[src/include/uaim_pkg.sv]
// constants for the interrupt status and mask block
package uaim_pkg;

	// register indices; the byte address is four times the index
	localparam logic [7:0] IDX_G0_STAT = 8'h80;
	localparam logic [7:0] IDX_G1_STAT = 8'h90;
	localparam logic [7:0] IDX_G0_MASK = 8'h93;
	localparam logic [7:0] IDX_G1_MASK = 8'h94;
	localparam logic [7:0] IDX_REV     = 8'h95;
	localparam logic [7:0] IDX_ID      = 8'h96;

	// reset values
	localparam logic [7:0] G0_STAT_RST = 8'h0C;
	localparam logic [7:0] G1_STAT_RST = 8'h00;
	localparam logic [7:0] G0_MASK_RST = 8'hFF;
	localparam logic [7:0] G1_MASK_RST = 8'hFF;

	// bits that a written one acts on
	localparam logic [7:0] G0_W1_BITS = 8'h5F;
	localparam logic [7:0] G1_W1C_BITS = 8'h9F;

	// group-0 field positions
	localparam int G0_BUS_EVENT = 7;
	localparam int G0_SETUP     = 6;
	localparam int G0_DRIVE     = 4;
	localparam int G0_BUF_B_OUT = 3;
	localparam int G0_BUF_A_OUT = 2;
	localparam int G0_BUF_B_IN  = 1;
	localparam int G0_BUF_A_IN  = 0;

	// group-1 field positions
	localparam int G1_ZLP     = 7;
	localparam int G1_RSVD    = 6;
	localparam int G1_PIO     = 5;
	localparam int G1_BULK_RX = 4;
	localparam int G1_BULK_TX = 3;
	localparam int G1_CTRL_RX = 2;
	localparam int G1_CTRL_TX = 1;
	localparam int G1_SUSPEND = 0;

	// bus answers
	localparam logic [1:0] RESP_OKAY   = 2'h0;
	localparam logic [1:0] RESP_SLVERR = 2'h2;

	// suspend detection time
	localparam int CLK_PERIOD_NS   = 25;
	localparam int SUSPEND_IDLE_NS = 3_000_000;
	localparam int SUSPEND_IDLE_CYC = (SUSPEND_IDLE_NS + CLK_PERIOD_NS - 1) / CLK_PERIOD_NS;

endpackage

[src/logic/uaim_irq.sv]
// interrupt status, mask and identification registers behind an axi4-lite slave
//
// Local design decision: the AXI4-Lite interface to the registers.
`timescale 1ns/1ps
module uaim_irq
	import uaim_pkg::*;
#(
	parameter int         ADDR_W      = 12,
	parameter int         IDLE_CYCLES = SUSPEND_IDLE_CYC,
	parameter logic [7:0] REVISION    = 8'h01, // arbitrary value
	parameter logic [7:0] IDENT       = 8'h5A  // arbitrary value
) (
	input  wire logic              aclk,
	input  wire logic              aresetn,
	input  wire logic [ADDR_W-1:0] s_axi_awaddr,
	input  wire logic              s_axi_awvalid,
	output logic                   s_axi_awready,
	input  wire logic [31:0]       s_axi_wdata,
	input  wire logic [3:0]        s_axi_wstrb,
	input  wire logic              s_axi_wvalid,
	output logic                   s_axi_wready,
	output logic [1:0]             s_axi_bresp,
	output logic                   s_axi_bvalid,
	input  wire logic              s_axi_bready,
	input  wire logic [ADDR_W-1:0] s_axi_araddr,
	input  wire logic              s_axi_arvalid,
	output logic                   s_axi_arready,
	output logic [31:0]            s_axi_rdata,
	output logic [1:0]             s_axi_rresp,
	output logic                   s_axi_rvalid,
	input  wire logic              s_axi_rready,
	input  wire logic              bus_event_pending,
	input  wire logic              setup_rx,
	input  wire logic              drive_interrupt_flag,
	input  wire logic              buffer_b_output_done,
	input  wire logic              buffer_a_output_done,
	input  wire logic              buffer_b_input_done,
	input  wire logic              buffer_a_input_done,
	input  wire logic              ctrl_zero_length_rx,
	input  wire logic              pio_transfer_done,
	input  wire logic              bulk_rx_done,
	input  wire logic              bulk_tx_done,
	input  wire logic              ctrl_rx_done,
	input  wire logic              ctrl_tx_done,
	input  wire logic              bus_idle,
	output logic                   core_irq_line_a,
	output logic                   core_irq_line_b,
	output logic                   bulk_out_nak,
	output logic                   bulk_in_nak,
	output logic                   ctrl_out_nak,
	output logic                   ctrl_in_nak
);

	localparam int CNT_W = $clog2(IDLE_CYCLES + 1);

	generate
		if (ADDR_W < 10 || ADDR_W > 32) begin : g_bad_addr
			$error("address width must lie between 10 and 32");
		end
		if (IDLE_CYCLES < 2) begin : g_bad_idle
			$error("idle cycle count must be at least 2");
		end
	endgenerate

	////////////////////////////////////////////////////////////////////////
	// address decoding

	function automatic logic [7:0] word_idx(input logic [ADDR_W-1:0] addr);
		word_idx = addr[9:2];
	endfunction

	function automatic logic reg_hit(input logic [ADDR_W-1:0] addr);
		logic [7:0] idx;
		idx = addr[9:2];
		reg_hit = (addr[1:0] == 2'h0) && ((ADDR_W == 10) || (addr >> 10) == '0) &&
			(idx == IDX_G0_STAT || idx == IDX_G1_STAT || idx == IDX_G0_MASK ||
			 idx == IDX_G1_MASK || idx == IDX_REV || idx == IDX_ID);
	endfunction

	////////////////////////////////////////////////////////////////////////
	// write channel

	logic              awready_r;
	logic              wready_r;
	logic              bvalid_r;
	logic [1:0]        bresp_r;
	logic [ADDR_W-1:0] waddr_r;
	logic [31:0]       wdata_r;
	logic [3:0]        wstrb_r;
	logic              wr_go;
	logic              wr_lane0;
	logic [7:0]        wr_idx;

	// both address and data held, response not yet issued
	assign wr_go    = !awready_r && !wready_r && !bvalid_r;
	assign wr_lane0 = wr_go && reg_hit(waddr_r) && wstrb_r[0];
	assign wr_idx   = word_idx(waddr_r);

	always_ff @(posedge aclk) begin
		if (!aresetn) begin
			awready_r <= 1'b1;
			waddr_r   <= '0;
		end else if (s_axi_awvalid && awready_r) begin
			awready_r <= 1'b0;
			waddr_r   <= s_axi_awaddr;
		end else if (bvalid_r && s_axi_bready) begin
			awready_r <= 1'b1;
		end
	end

	always_ff @(posedge aclk) begin
		if (!aresetn) begin
			wready_r <= 1'b1;
			wdata_r  <= '0;
			wstrb_r  <= '0;
		end else if (s_axi_wvalid && wready_r) begin
			wready_r <= 1'b0;
			wdata_r  <= s_axi_wdata;
			wstrb_r  <= s_axi_wstrb;
		end else if (bvalid_r && s_axi_bready) begin
			wready_r <= 1'b1;
		end
	end

	always_ff @(posedge aclk) begin
		if (!aresetn) begin
			bvalid_r <= 1'b0;
			bresp_r  <= RESP_OKAY;
		end else if (wr_go) begin
			bvalid_r <= 1'b1;
			bresp_r  <= reg_hit(waddr_r) ? RESP_OKAY : RESP_SLVERR;
		end else if (s_axi_bready) begin
			bvalid_r <= 1'b0;
		end
	end

	assign s_axi_awready = awready_r;
	assign s_axi_wready  = wready_r;
	assign s_axi_bvalid  = bvalid_r;
	assign s_axi_bresp   = bresp_r;

	////////////////////////////////////////////////////////////////////////
	// mask registers

	logic [7:0] g0_mask_r;
	logic [7:0] g1_mask_r;

	always_ff @(posedge aclk) begin
		if (!aresetn) begin
			g0_mask_r <= G0_MASK_RST;
		end else if (wr_lane0 && wr_idx == IDX_G0_MASK) begin
			g0_mask_r <= wdata_r[7:0];
		end
	end

	// bit 6 is stored as written; software keeps it at one
	always_ff @(posedge aclk) begin
		if (!aresetn) begin
			g1_mask_r <= G1_MASK_RST;
		end else if (wr_lane0 && wr_idx == IDX_G1_MASK) begin
			g1_mask_r <= wdata_r[7:0];
		end
	end

	////////////////////////////////////////////////////////////////////////
	// group-0 status

	logic [7:0] g0_stat_r;
	logic [7:0] g0_set;
	logic [7:0] g0_clr;
	logic [7:0] g0_view;

	always_comb begin
		g0_set                = 8'h00;
		g0_set[G0_SETUP]      = setup_rx;
		g0_set[G0_DRIVE]      = drive_interrupt_flag;
		g0_set[G0_BUF_B_OUT]  = buffer_b_output_done;
		g0_set[G0_BUF_A_OUT]  = buffer_a_output_done;
		g0_set[G0_BUF_B_IN]   = buffer_b_input_done;
		g0_set[G0_BUF_A_IN]   = buffer_a_input_done;
		g0_clr = (wr_lane0 && wr_idx == IDX_G0_STAT) ? (wdata_r[7:0] & G0_W1_BITS) : 8'h00;
	end

	// a written one restores the reset value; a new event wins over it
	always_ff @(posedge aclk) begin
		if (!aresetn) begin
			g0_stat_r <= G0_STAT_RST;
		end else begin
			g0_stat_r <= (((g0_stat_r & ~g0_clr) | (g0_clr & G0_STAT_RST)) | g0_set)
				& G0_W1_BITS;
		end
	end

	// bus-event bit follows the separate bus status register
	always_comb begin
		g0_view               = g0_stat_r;
		g0_view[G0_BUS_EVENT] = bus_event_pending;
	end

	////////////////////////////////////////////////////////////////////////
	// suspend detection

	logic [CNT_W-1:0] idle_cnt_r;
	logic             suspend_hit;

	assign suspend_hit = bus_idle && idle_cnt_r == CNT_W'(IDLE_CYCLES - 1);

	// counts continuous idle; saturates so one idle period sets once
	always_ff @(posedge aclk) begin
		if (!aresetn) begin
			idle_cnt_r <= '0;
		end else if (!bus_idle) begin
			idle_cnt_r <= '0;
		end else if (idle_cnt_r != CNT_W'(IDLE_CYCLES)) begin
			idle_cnt_r <= idle_cnt_r + 1'b1;
		end
	end

	////////////////////////////////////////////////////////////////////////
	// group-1 status

	logic [7:0] g1_stat_r;
	logic [7:0] g1_set;
	logic [7:0] g1_clr;
	logic [7:0] g1_view;

	always_comb begin
		g1_set              = 8'h00;
		g1_set[G1_ZLP]      = ctrl_zero_length_rx;
		g1_set[G1_BULK_RX]  = bulk_rx_done;
		g1_set[G1_BULK_TX]  = bulk_tx_done;
		g1_set[G1_CTRL_RX]  = ctrl_rx_done;
		g1_set[G1_CTRL_TX]  = ctrl_tx_done;
		g1_set[G1_SUSPEND]  = suspend_hit;
		g1_clr = (wr_lane0 && wr_idx == IDX_G1_STAT) ? (wdata_r[7:0] & G1_W1C_BITS) : 8'h00;
	end

	always_ff @(posedge aclk) begin
		if (!aresetn) begin
			g1_stat_r <= G1_STAT_RST;
		end else begin
			g1_stat_r <= ((g1_stat_r & ~g1_clr) | g1_set) & G1_W1C_BITS;
		end
	end

	always_comb begin
		g1_view           = g1_stat_r;
		g1_view[G1_RSVD]  = 1'b0;
		g1_view[G1_PIO]   = pio_transfer_done;
	end

	assign bulk_out_nak = g1_stat_r[G1_BULK_RX];
	assign bulk_in_nak  = g1_stat_r[G1_BULK_TX];
	assign ctrl_out_nak = g1_stat_r[G1_CTRL_RX];
	assign ctrl_in_nak  = g1_stat_r[G1_CTRL_TX];

	////////////////////////////////////////////////////////////////////////
	// interrupt lines

	logic irq_a_r;
	logic irq_b_r;

	always_ff @(posedge aclk) begin
		if (!aresetn) begin
			irq_a_r <= 1'b0;
			irq_b_r <= 1'b0;
		end else begin
			irq_a_r <= |(g0_view & ~g0_mask_r);
			irq_b_r <= |(g1_view & ~g1_mask_r);
		end
	end

	assign core_irq_line_a = irq_a_r;
	assign core_irq_line_b = irq_b_r;

	////////////////////////////////////////////////////////////////////////
	// read channel

	logic        arready_r;
	logic        rvalid_r;
	logic [1:0]  rresp_r;
	logic [31:0] rdata_r;
	logic [7:0]  rd_val;
	logic [7:0]  rd_idx;

	assign rd_idx = word_idx(s_axi_araddr);

	always_comb begin
		case (rd_idx)
			IDX_G0_STAT: rd_val = g0_view;
			IDX_G1_STAT: rd_val = g1_view;
			IDX_G0_MASK: rd_val = g0_mask_r;
			IDX_G1_MASK: rd_val = g1_mask_r;
			IDX_REV:     rd_val = REVISION;
			IDX_ID:      rd_val = IDENT;
			default:     rd_val = 8'h00;
		endcase
	end

	always_ff @(posedge aclk) begin
		if (!aresetn) begin
			arready_r <= 1'b1;
			rvalid_r  <= 1'b0;
			rresp_r   <= RESP_OKAY;
			rdata_r   <= '0;
		end else if (s_axi_arvalid && arready_r) begin
			arready_r <= 1'b0;
			rvalid_r  <= 1'b1;
			rresp_r   <= reg_hit(s_axi_araddr) ? RESP_OKAY : RESP_SLVERR;
			rdata_r   <= reg_hit(s_axi_araddr) ? {24'h00_0000, rd_val} : 32'h0000_0000;
		end else if (rvalid_r && s_axi_rready) begin
			arready_r <= 1'b1;
			rvalid_r  <= 1'b0;
		end
	end

	assign s_axi_arready = arready_r;
	assign s_axi_rvalid  = rvalid_r;
	assign s_axi_rresp   = rresp_r;
	assign s_axi_rdata   = rdata_r;
endmodule

[config.mk]
export PLATFORM = sky130hd
export DESIGN_NAME = uaim_irq
export DESIGN_NICKNAME = d
export VERILOG_FILES = /design/src/include/uaim_pkg.sv /design/src/logic/uaim_irq.sv
export SDC_FILE = /design/constraint.sdc
export NUM_CORES = 1
export LEC_CHECK = 0
export ABC_AREA = 1
export BUFFER_PORTS_ARGS = -buffer_cell sky130_fd_sc_hd__buf_4
export CORE_UTILIZATION = 44
export DETAILED_ROUTE_END_ITERATION = 7
export PLACE_DENSITY = 0.81
export RECOVER_POWER = 100
export SLEW_MARGIN = 0
export SYNTH_ARGS = -nofsm -noshare
export SYNTH_HDL_FRONTEND = slang
export SYNTH_SLANG_ARGS = --single-unit
[constraint.sdc]
create_clock -name aclk -period 1.4 [get_ports aclk]
set_input_delay 0.14 -clock aclk [delete_from_list [all_inputs] [get_ports aclk]]
set_output_delay 0.14 -clock aclk [all_outputs]
set_load 0.005 [all_outputs]
==> results.md, run 1 <==
* Worst r2r dst: g1_mask_r[2]
* Drt wl/cell at 13.5 microns
* Dominant cells by area after synthesis: dfxtp_1 42%, nand2_1 9.3%, inv_1 6.3%
* Core area at 8680 sq um
* Place WS at -0.169 ns
* Max-slew violations at 0
* Compound-Gate Fraction of Synth Area at 15.3%
* Peak Freq at 643 MHz
* Post-Synthesis Cell Area at 3930 sq um
* Clk buf depth at 2
* Final period util at 111%
* Adder-Cell Fraction of Synth Area at 0.638%
* Maxcap violations at 0
* CP cell instances: inv_2 -> nor2_4 -> nand2_4 -> nor2_4 -> nor2_2 -> nand3_2 -> and2_4 -> nand3_4 -> clkinv_4 -> nand2_2 -> nand3_2
* Minimum clock period at 1.56 ns
* Failing checks: negative setup slack
* Setup violators final at 35
* First-pass DRT Iterations at 4
* Part of the power in the clock network at 32.1%
* Clk pin slew, worst setup/hold paths at 0.08 ns
* Largest net degree at the start of global routing at 25
* Synthesized area per cell at 7.24 sq um
* Status: complete, but fails checks
* Hold path startpoint: bulk_rx_done
* Share of cells above drive strength 1 at 33.3%
* Vias per Instance at 5.02
* Antenna violations before repair at 0
* # rows at 34
* H-tree Lvls at 3
* Worst setup startpoint: waddr_r[9]
* Switch share at 27.1%
* Crit path to: g1_mask_r[2]
* Unrepaired setup endpoints after global routing: yes
* Crit Path Max Fanout at 8
* Worst skew pair latency at 0.35 ns
* IO buf count at 74
* Die height at 96.5 microns
* Post-Syn Instances at 542
* Fillers at 777
* Sw power at 1.25 mW
* Crit path kind: reg -> reg
* CTS tree: built
* Final HPWL DP at 7.18 mm
* Biggest cell delay along the critical path at 0.32 ns
* Placed insts at 750
* Remaining global-route overflow at 0
* Total routed wirelength at 10.5 mm
* Final nets at 752
* Share of the synthesized area in the top cell type at 42.3%
* Synth Register Bits at 83
* Slowest stage cell, crit path: dfxtp_1
* Die width at 96.5 microns
* Area Growth Syn to Fin at 36.4%
* WP buf/inv at 2
* Hold depth at 3
* Initial DRC Count at 211
* Hold Crit Class: in -> reg
* Sequential Power Share at 54.8%
* Worst r2r path cells at 11
* Warnings from Yosys at 0
* Power Density at 860 nW/um^2
* Initial core utilization at 45.2%
* Most frequent cells in the layout: 91 x buf_4, 77 x nand2_1, 71 x dfxtp_1
* DR vias at 3922
* Top_reg_cell synth: dfxtp_1
* GRT Total Usage at 22.6%
* Total clock sinks at 83
* EDFF count, synth at 0
* Commonest non-fill, non-tap cell in the layout: buf_4
* # IOs at 128
* Async SR Flop Fraction at 0%
* Post-Layout Cell Count at 781
* First-pass GRT wire length at 16.2 mm
* Setup slack, reg-to-reg at -0.16 ns
* VDD IR max at 0.687 mV
* Fin. Hold Viols at 0
* Leakage at 2.40 nW
* Post-route DRC at 0
* Die area at 9300 sq um
* Post-synthesis mux area share at 0%
* Crit path depth at 11
* Largest family of logic cells by synthesized area: simple AND/OR/NAND/NOR gates
* Simple-Gate Fraction of Synth Area at 28.1%
* Post-synth cell types at 40
* Clk root buf: clkbuf_8
* Crit. End Element: flip-flop
* Placer congestion estimate at 0.916
* Int Power at 3.36 mW
* Clk_skew at 0.00571 ns
* Inserted Diodes at 0
* Yosys top cell by area: dfxtp_1
* Post-route setup slack at -0.156 ns
* Critical R2R Launch: waddr_r[9]
* Seq/Total Area, Yosys at 42.3%
* Gate power share at 13.1%
* CP top delay family: simple AND/OR/NAND/NOR gates
* Crit start category: flip-flop
* XOR/XNOR Fraction of Synth Area at 0.446%
* Vias in the first global route at 3789
* Crit path DAT at 1.85 ns
* CP required at 1.70 ns
* Routed Antenna Nets at 0
* Cts bufs inserted at 9
-- layer usage --
metal / vias to the layer above / wire [microns] / track usage [%]
met2: 128 / 5510 / 41.9
li1: 1969 / - / -
met1: 1802 / 4220 / 24.1
met5: - / 0 / 0
met3: 23 / 600 / 6.57
met4: 0 / 177 / 8.21
-- registers in the layout, indices dropped and copies added, names as in the netlist --
signal           count
core_irq_line_b      1
g1_stat_r            6
s_axi_rdata          8
g0_mask_r            8
waddr_r             12
s_axi_wready         1
g0_stat_r            6
wdata_r              8
idle_cnt_r          17
s_axi_awready        1
s_axi_arready        1
core_irq_line_a      1
s_axi_rvalid         1
s_axi_bresp          1
s_axi_bvalid         1
g1_mask_r            8
s_axi_rresp          1
wstrb_r              1
-- worst min-delay path by stage --
stage          slack (ns)           end
2_1_floorplan        0.25  g0_stat_r[2]
3_3_place_gp         0.34  g0_stat_r[3]
3_5_place_dp         0.36  g0_stat_r[2]
4_1_cts             0.009  g1_stat_r[4]
5_1_grt              0.02  g1_stat_r[7]
6_report             0.03  g1_stat_r[4]
-- cells in the mapped netlist, drive strengths merged, types with 3 or more instances --
library cell / n
or2: 3
nor4: 3
o21bai: 10
a21oi: 46
nand4: 9
o22ai: 3
nand3: 43
nor2: 65
dfxtp: 83
nor3: 12
inv: 71
o21ai: 40
nand2: 98
buf: 27
clkbuf: 10
-- cell families after synthesis --
| kind of cell | after synthesis |
|---|---|
| AO/OA/AOI/OAI | 108 |
| XOR/XNOR | 2 |
| AND/OR/NAND/NOR | 236 |
| buffers and inverters | 110 |
| other | 1 |
| flip-flops | 83 |
| adder cells (fa/ha/maj) | 2 |
-- power groups by stage --
stage	Sequential, mW	Combinational, mW	Clock, mW
after floorplan	2.55	0.319	0
after global placement	2.56	0.526	0
after detailed placement	2.56	0.538	0
after CTS	2.52	0.568	1.51
after global routing	2.53	0.677	1.62
final	2.52	0.602	1.48
-- repair_timing --
action / CTS / global route
hold buffers: 2 / 0
hold endpoints to repair: 2 / 0
pin swaps: 20 / 21
gates resized for setup: 42 / 60
setup buffers: 6 / 6
setup endpoints to repair: 33 / 44
cloned: 2 / 0
-- worst min-delay path, delay by kind of cell --
family,cells,cell delay (ns)
AO/OA/AOI/OAI,1,0.05
buffers and inverters,2,0.15
-- stage by stage --
stage / total power [mW] / cell area, sq um / hold WS, ns / setup TNS (ns) / utilization, %
floorplan: 2.87 / 4050 / 0.247 / -0.0129 / -
global placement: 3.08 / 4790 / 0.344 / -1.86 / 55.2
detailed placement: 3.10 / 4790 / 0.363 / -4.26 / 55.2
CTS: 4.60 / 5170 / 0.00918 / -1.89 / 59.6
global route: 4.83 / 5360 / 0.0184 / -7.53 / 61.7
finish: 4.60 / 5360 / 0.0289 / -3.80 / 61.7
-- layout make-up --
type | instances | area [sq um] | share of cell area (%)
Multi-Input combinational cell | 376 | 2150 | 40.2
Clock inverter | 4 | 28.8 | 0.537
Sequential cell | 83 | 1680 | 31.4
Clock buffer | 11 | 131 | 2.45
Tap cell | 108 | 135 | 2.52
Timing Repair Buffer | 126 | 933 | 17.4
Inverter | 73 | 294 | 5.49
Note: power is estimated with default switching activity, not from simulation.
==> run 2: changes to the inputs <==
--- a/config.mk
+++ b/config.mk
@@ -9,6 +9,7 @@
 export BUFFER_PORTS_ARGS = -buffer_cell sky130_fd_sc_hd__buf_4
 export CORE_UTILIZATION = 44
 export DETAILED_ROUTE_END_ITERATION = 7
+export MAX_ROUTING_LAYER = met4
 export PLACE_DENSITY = 0.81
 export RECOVER_POWER = 100
 export SLEW_MARGIN = 0
==> run 2 against run 1 <==
  * Largest cell class unchanged
  * Clock skew is 0.0062 ns higher
  * Largest power group unchanged
  * Critical path depth did not move
  * The run still ends with negative setup slack left
  * Via count up 1.2%
  * Sequential power hardly changed
  * First-iteration DRC count is 25% lower
==> results.md, run 2 (synthesis results as in run 1) <==
* Unrepaired setup endpoints after global routing: yes
* Vias in the first global route at 3637 (-4.0%)
* Drt wl/cell at 13.4 microns (-0.55%)
* Antenna violations before repair at 0 (unchanged)
* Crit path kind: reg -> reg
* Core area at 8680 sq um (unchanged)
* Fin. Hold Viols at 0 (unchanged)
* Hold path startpoint: ctrl_zero_length_rx
* Reg with most FFs: idle_cnt_r
* Maxcap violations at 0 (unchanged)
* Total clock sinks at 83 (unchanged)
* Worst setup startpoint: waddr_r[4]
* Die width at 96.5 microns (unchanged)
* DR vias at 3968 (+1.2%)
* Slowest stage cell, crit path: dfxtp_4
* Total routed wirelength at 10.4 mm (-1.2%)
* Share of cells above drive strength 1 at 35.0% (+1.7 points)
* Area Growth Syn to Fin at 37.7%
* Critical R2R Launch: waddr_r[4]
* Most frequent cells in the layout: 89 x buf_4, 71 x nand2_1, 69 x dfxtp_1
* Crit Path Max Fanout at 8 (unchanged)
* Sequential Power Share at 52.1% (-2.7 points)
* Largest register FFs at 17 (unchanged)
* Cts bufs inserted at 9 (unchanged)
* Initial core utilization at 45.2% (unchanged)
* Die area at 9300 sq um (unchanged)
* Part of the power in the clock network at 35.7% (+3.6 points)
* Clk buf depth at 2 (unchanged)
* Setup slack, reg-to-reg at -0.18 ns (-0.03 ns)
* Clk_skew at 0.0119 ns (+0.00624 ns)
* Int Power at 3.55 mW (+5.9%)
* Crit start category: flip-flop
* Crit path to: g0_mask_r[6]
* Worst r2r dst: g0_mask_r[6]
* Failing checks: negative setup slack
* Switch share at 26.6% (-0.48 points)
* Crit path depth at 11 (unchanged)
* CTS tree: built
* Gate power share at 12.2% (-0.9 points)
* Worst hold slack at 0.0249 ns (-0.00398 ns)
* Biggest regs: idle_cnt_r: 17 flops, waddr_r: 12 flops
* Vias per Instance at 5.11 (+1.8%)
* CP cell instances: inv_2 -> nor2_4 -> nand2_2 -> nor2_4 -> nor2_2 -> nand3_2 -> and2_4 -> nand3_4 -> inv_8 -> nand2_2 -> nand3_2
* CP top delay family: simple AND/OR/NAND/NOR gates
* Status: complete, but fails checks
* Clk root buf: clkbuf_8
* First-pass GRT wire length at 15.9 mm (-1.4%)
* Largest net degree at the start of global routing at 25 (unchanged)
* # IOs at 128 (unchanged)
* Final HPWL DP at 7.18 mm (about the same)
* Die height at 96.5 microns (unchanged)
* Setup violators final at 37 (+5.7%)
* Power Density at 896 nW/um^2 (+4.3%)
* Post-route setup slack at -0.183 ns (-0.0268 ns)
* Post-route DRC at 0 (unchanged)
* Worst r2r path cells at 11 (unchanged)
* Commonest non-fill, non-tap cell in the layout: buf_4
* # rows at 34 (unchanged)
* Sw power at 1.29 mW (+3.3%)
* Initial DRC Count at 159 (-25%)
* Inserted Diodes at 0 (unchanged)
* Hold Crit Class: in -> reg
* Clk pin slew, worst setup/hold paths at 0.09 ns (about the same)
* GRT Total Usage at 22.9% (+0.32 points)
* Crit path DAT at 1.88 ns (+0.03 ns)
* H-tree Lvls at 3 (unchanged)
* Routed Antenna Nets at 0 (unchanged)
* Hold depth at 3 (unchanged)
* Crit. End Element: flip-flop
* Final nets at 746 (-0.80%)
* Placer congestion estimate at 0.926 (+1.1%)
* IO buf count at 74 (unchanged)
* Peak Freq at 632 MHz (-1.7%)
* Biggest cell delay along the critical path at 0.37 ns (+0.05 ns)
* Place WS at -0.159 ns (+0.00973 ns)
* WP buf/inv at 2 (unchanged)
* CP required at 1.70 ns (about the same)
* First-pass DRT Iterations at 5 (+1)
* Leakage at 2.44 nW (+1.9%)
* Remaining global-route overflow at 0 (unchanged)
* Minimum clock period at 1.58 ns (+0.0268 ns)
* Max-slew violations at 0 (unchanged)
* Worst skew pair latency at 0.36 ns (about the same)
* VDD IR max at 0.644 mV (-6.4%)
* Final period util at 113% (+1.9 points)
-- run 2: cell types whose count changed in the layout (fill, tap and decap cells not counted), sizes merged --
cell      previous run  this run
clkinvlp             2         0
clkbuf              38        34
buf                 97        93
bufinv               0         1
inv                 72        75
clkinv               3         4
-- run 2: cell type report --
type	instances	area [sq um]
Fill cell	737	3270
Multi-Input combinational cell	376	2200
Sequential cell	83	1690
Timing Repair Buffer	120	891
Inverter	73	297
Tap cell	108	135
Clock buffer	9	124
Clock inverter	7	75.1
-- run 2: how the worst min path moves through the flow --
stage | end | slack (ns)
finish | g1_stat_r[7] | 0.02
global route | g0_stat_r[0] | 0.02
CTS | g1_stat_r[7] | 0.02
detailed placement | g0_stat_r[3] | 0.36
global placement | g0_stat_r[3] | 0.34
floorplan | g0_stat_r[2] | 0.25
-- run 2: worst reg2reg max path: cells and delay by family, from the launching register on --
kind / cells / cell delay, ns
simple gates: 9 / 0.95
flops: 1 / 0.37
buf+inv: 2 / 0.19
-- run 2: through the flow --
step	TNS, ns	instances	cell area, sq um	total power, mW	utilization [%]
global route	-7.28	776	5400	5.07	62.3
global placement	-1.81	750	4790	3.08	55.2
floorplan	-0.0129	567	4050	2.87	-
detailed placement	-3.36	750	4790	3.10	55.2
CTS	-1.90	772	5170	4.85	59.6
finish	-3.90	776	5400	4.84	62.3
-- run 2: routing by layer --
layer / vias to the layer above / part of all wire (%) / track usage, %
met5: - / 0 / -
met1: 1803 / 39 / 24.9
met4: 0 / 2.3 / 7.60
met2: 163 / 51 / 40.3
li1: 1969 / - / -
met3: 33 / 7.2 / 6.34
-- run 2: power by group through the flow --
stage	clock [mW]	sequential [mW]	combinational, mW
3_5_place_dp	0	2.56	0.538
2_1_floorplan	0	2.55	0.319
3_3_place_gp	0	2.56	0.526
5_1_grt	1.87	2.53	0.665
6_report	1.73	2.52	0.592
4_1_cts	1.77	2.51	0.565
-- run 2: repair_timing --
item	in CTS	in global routing
endpoints found under the hold margin	2	0
buffers inserted	2	5
resized for setup	39	74
setup endpoints to repair	33	40
pin swaps	15	28
cloned	2	0
hold buffers	2	0
==> run 3: changes to the inputs <==
--- a/config.mk
+++ b/config.mk
@@ -7,10 +7,10 @@
 export LEC_CHECK = 0
 export ABC_AREA = 1
 export BUFFER_PORTS_ARGS = -buffer_cell sky130_fd_sc_hd__buf_4
-export CORE_UTILIZATION = 44
+export CORE_UTILIZATION = 45
 export DETAILED_ROUTE_END_ITERATION = 7
 export MAX_ROUTING_LAYER = met4
-export PLACE_DENSITY = 0.81
+export PLACE_DENSITY = 0.79
 export RECOVER_POWER = 100
 export SLEW_MARGIN = 0
 export SYNTH_ARGS = -nofsm -noshare
==> constraint.sdc (replaced) <==
create_clock -name aclk -period 1.8 [get_ports aclk]
set_input_delay 0.18 -clock aclk [delete_from_list [all_inputs] [get_ports aclk]]
set_output_delay 0.18 -clock aclk [all_outputs]
set_load 0.005 [all_outputs]
==> run 3 against run 2 <==
  * The run now ends clean
  * Register-to-register slack improved by 0.32 ns
  * Largest power group unchanged
  * Routed wire length fell by 12%
  * Sequential power fell by 23%
  * Clock power fell by 27%
  * Critical endpoint is now g0_mask_r[0]
  * Global-route usage fell by 1.3 points
  * Hold slack improved by 0.00069 ns
  * Final cell count fell by 5.3%
  * Design area fell by 13%
  * Count of clock-buffer cells in the layout did not move
  * Critical path depth fell by 1
  * Power fell by 26%
==> results.md, run 3 (synthesis results as in run 1) <==
* Status: completed
* Min-Delay Endpoint: g0_stat_r[2]
* # IOs at 128 (unchanged)
* Switch share at 25.0% (-1.6 points)
* Int Power at 2.69 mW (-24%)
* Core area at 8340 sq um (-3.9%)
* Post-Layout Cell Count at 735 (-5.3%)
* Die width at 95.4 microns (-1.1%)
* Drt wl/cell at 12.5 microns (-6.9%)
* CP required at 2.09 ns (+0.39 ns)
* Minimum clock period at 1.66 ns (+0.0783 ns)
* Placer congestion estimate at 0.909 (-1.8%)
* Clk_skew at 0.0101 ns (-0.00181 ns)
* Clk pin slew, worst setup/hold paths at 0.08 ns (about the same)
* Hold path startpoint: buffer_a_output_done
* Fin. Hold Viols at 0 (unchanged)
* Crit path DAT at 1.95 ns (+0.07 ns)
* Critical R2R Launch: waddr_r[2]
* Fillers at 801 (+8.7%)
* Met1 GRT Util at 24.4% (-0.42 points)
* Hold depth at 3 (unchanged)
* Post-route setup slack at 0.139 ns (+0.322 ns)
* Vias in the first global route at 3396 (-6.6%)
* GRT Total Usage at 21.6% (-1.3 points)
* Power Density at 761 nW/um^2 (-15%)
* Global-route track usage on met2 at 37.7% (-2.6 points)
* Biggest regs: idle_cnt_r: 17 flops, waddr_r: 12 flops
* Post-route DRC at 0 (unchanged)
* Hold Crit Class: in -> reg
* Final period util at 92.3% (-21 points)
* Clk buf depth at 2 (unchanged)
* Crit start category: flip-flop
* Post-Route Setup TNS at 0 ns (+3.90 ns)
* Vias per Instance at 5.00 (-2.1%)
* # rows at 33 (-2.9%)
* Die height at 95.4 microns (-1.1%)
* Met3 Usage GRT at 5.18% (-1.2 points)
* CTS tree: built
* Part of the power in the clock network at 35.3% (-0.4 points)
* Area Growth Syn to Fin at 20.3%
* Placed insts at 720 (-4.0%)
* Worst skew pair latency at 0.35 ns (about the same)
* Cts bufs inserted at 9 (unchanged)
* Worst r2r path cells at 10 (-1)
* Worst Tran Pin Value at 0.697 ns
* Largest register FFs at 17 (unchanged)
* Finished Core Util at 56.6% (-5.7 points)
* Leakage at 2.14 nW (-13%)
* Share of cells above drive strength 1 at 19.8% (-15 points)
* Total clock sinks at 83 (unchanged)
* Crit. End Element: flip-flop
* Setup violators final at 0 (-100%)
* Worst r2r dst: g0_mask_r[0]
* Antenna violations before repair at 0 (unchanged)
* Final HPWL DP at 7.00 mm (-2.6%)
* Routed Antenna Nets at 0 (unchanged)
* Sequential Power Share at 54.2% (+2.1 points)
* Remaining global-route overflow at 0 (unchanged)
* Commonest non-fill, non-tap cell in the layout: nand2_1
* Maxcap violations at 0 (unchanged)
* Final nets at 709 (-5.0%)
* H-tree Lvls at 3 (unchanged)
* DR vias at 3678 (-7.3%)
* Max-slew violations at 0 (unchanged)
* Initial core utilization at 47.1% (+1.8 points)
* Place WS at 0.152 ns (+0.311 ns)
* Die area at 9100 sq um (-2.2%)
* Rel. slew slack at 53.4%
* Crit Path Max Fanout at 9 (+1)
* VDD IR max at 0.481 mV (-25%)
* Total routed wirelength at 9.16 mm (-12%)
* FF/Latch Area at 1660 sq um (-1.5%)
* Largest net degree at the start of global routing at 25 (unchanged)
* First-pass GRT wire length at 14.8 mm (-7.0%)
* IO buf count at 74 (unchanged)
* Unrepaired setup endpoints after global routing: no
* Global routing's busiest layer: met2
* Setup slack, reg-to-reg at 0.14 ns (+0.32 ns)
* Reg with most FFs: idle_cnt_r
* Inserted Diodes at 0 (unchanged)
* First-pass DRT Iterations at 4 (-1)
* Gate power share at 10.5% (-1.7 points)
* Worst hold slack at 0.0256 ns (+0.000686 ns)
* Cts hold-fix bufs at 0 (-2)
* Clk root buf: clkbuf_8
* Most frequent cells in the layout: 96 x nand2_1, 83 x dfxtp_1, 67 x inv_1
* Post-CTS Resized at 0 (-100%)
* Sw power at 0.900 mW (-30%)
* Crit path kind: reg -> reg
* Initial DRC Count at 176 (+11%)
* Peak Freq at 602 MHz (-4.7%)
* Postcts setup bufs at 0 (-2)
* Multi-input gate area at 1850 sq um (-16%)
-- run 3: layout make-up --
class / instances / area share, %
repair buffers: 85 / 13.2
multi-input cells: 374 / 39.1
clock inverters: 6 / 1.22
well taps: 105 / 2.78
inverters: 73 / 5.88
flip-flops and latches: 83 / 35.2
clock buffers: 9 / 2.62
-- run 3: per-stage QoR --
stage / total power, mW / area, sq um
after global placement: 2.36 / 4550
after global routing: 3.76 / 4720
final: 3.59 / 4720
after floorplan: 2.23 / 4020
after CTS: 3.63 / 4730
after detailed placement: 2.38 / 4550
-- run 3: worst max path at each step --
stage             startpoint        endpoint  slack, ns
2_1_floorplan  idle_cnt_r[0]  idle_cnt_r[14]       0.35
3_3_place_gp   idle_cnt_r[0]  idle_cnt_r[14]       0.21
3_5_place_dp   idle_cnt_r[0]  idle_cnt_r[14]       0.15
4_1_cts        idle_cnt_r[0]  idle_cnt_r[14]       0.14
5_1_grt           waddr_r[6]    g0_mask_r[0]     0.0007
6_report          waddr_r[2]    g0_mask_r[0]       0.14
-- run 3: power by group through the flow --
| stage | clock network, mW | logic (mW) | registers [mW] |
|---|---|---|---|
| after floorplan | 0 | 0.248 | 1.98 |
| after global placement | 0 | 0.374 | 1.99 |
| after detailed placement | 0 | 0.385 | 1.99 |
| after CTS | 1.29 | 0.387 | 1.95 |
| after global routing | 1.37 | 0.432 | 1.96 |
| final | 1.27 | 0.376 | 1.95 |
-- run 3: critical path, cell delays in order (launching register included) --
cell	delay (ns)
dfxtp_1	0.33
nor2_1	0.21
nand2_1	0.10
nor2_2	0.18
nor2_1	0.07
nand3_2	0.08
and2_4	0.18
nand3_4	0.15
inv_4	0.14
nand2_1	0.08
nand3_1	0.07
-- run 3: per-layer routing --
metal	share of wire, %	wire, microns	vias to the layer above
met3	5.8	531	14
met4	1.3	123	0
met1	44	4060	1684
li1	-	-	1876
met5	0	0	-
met2	49	4450	104
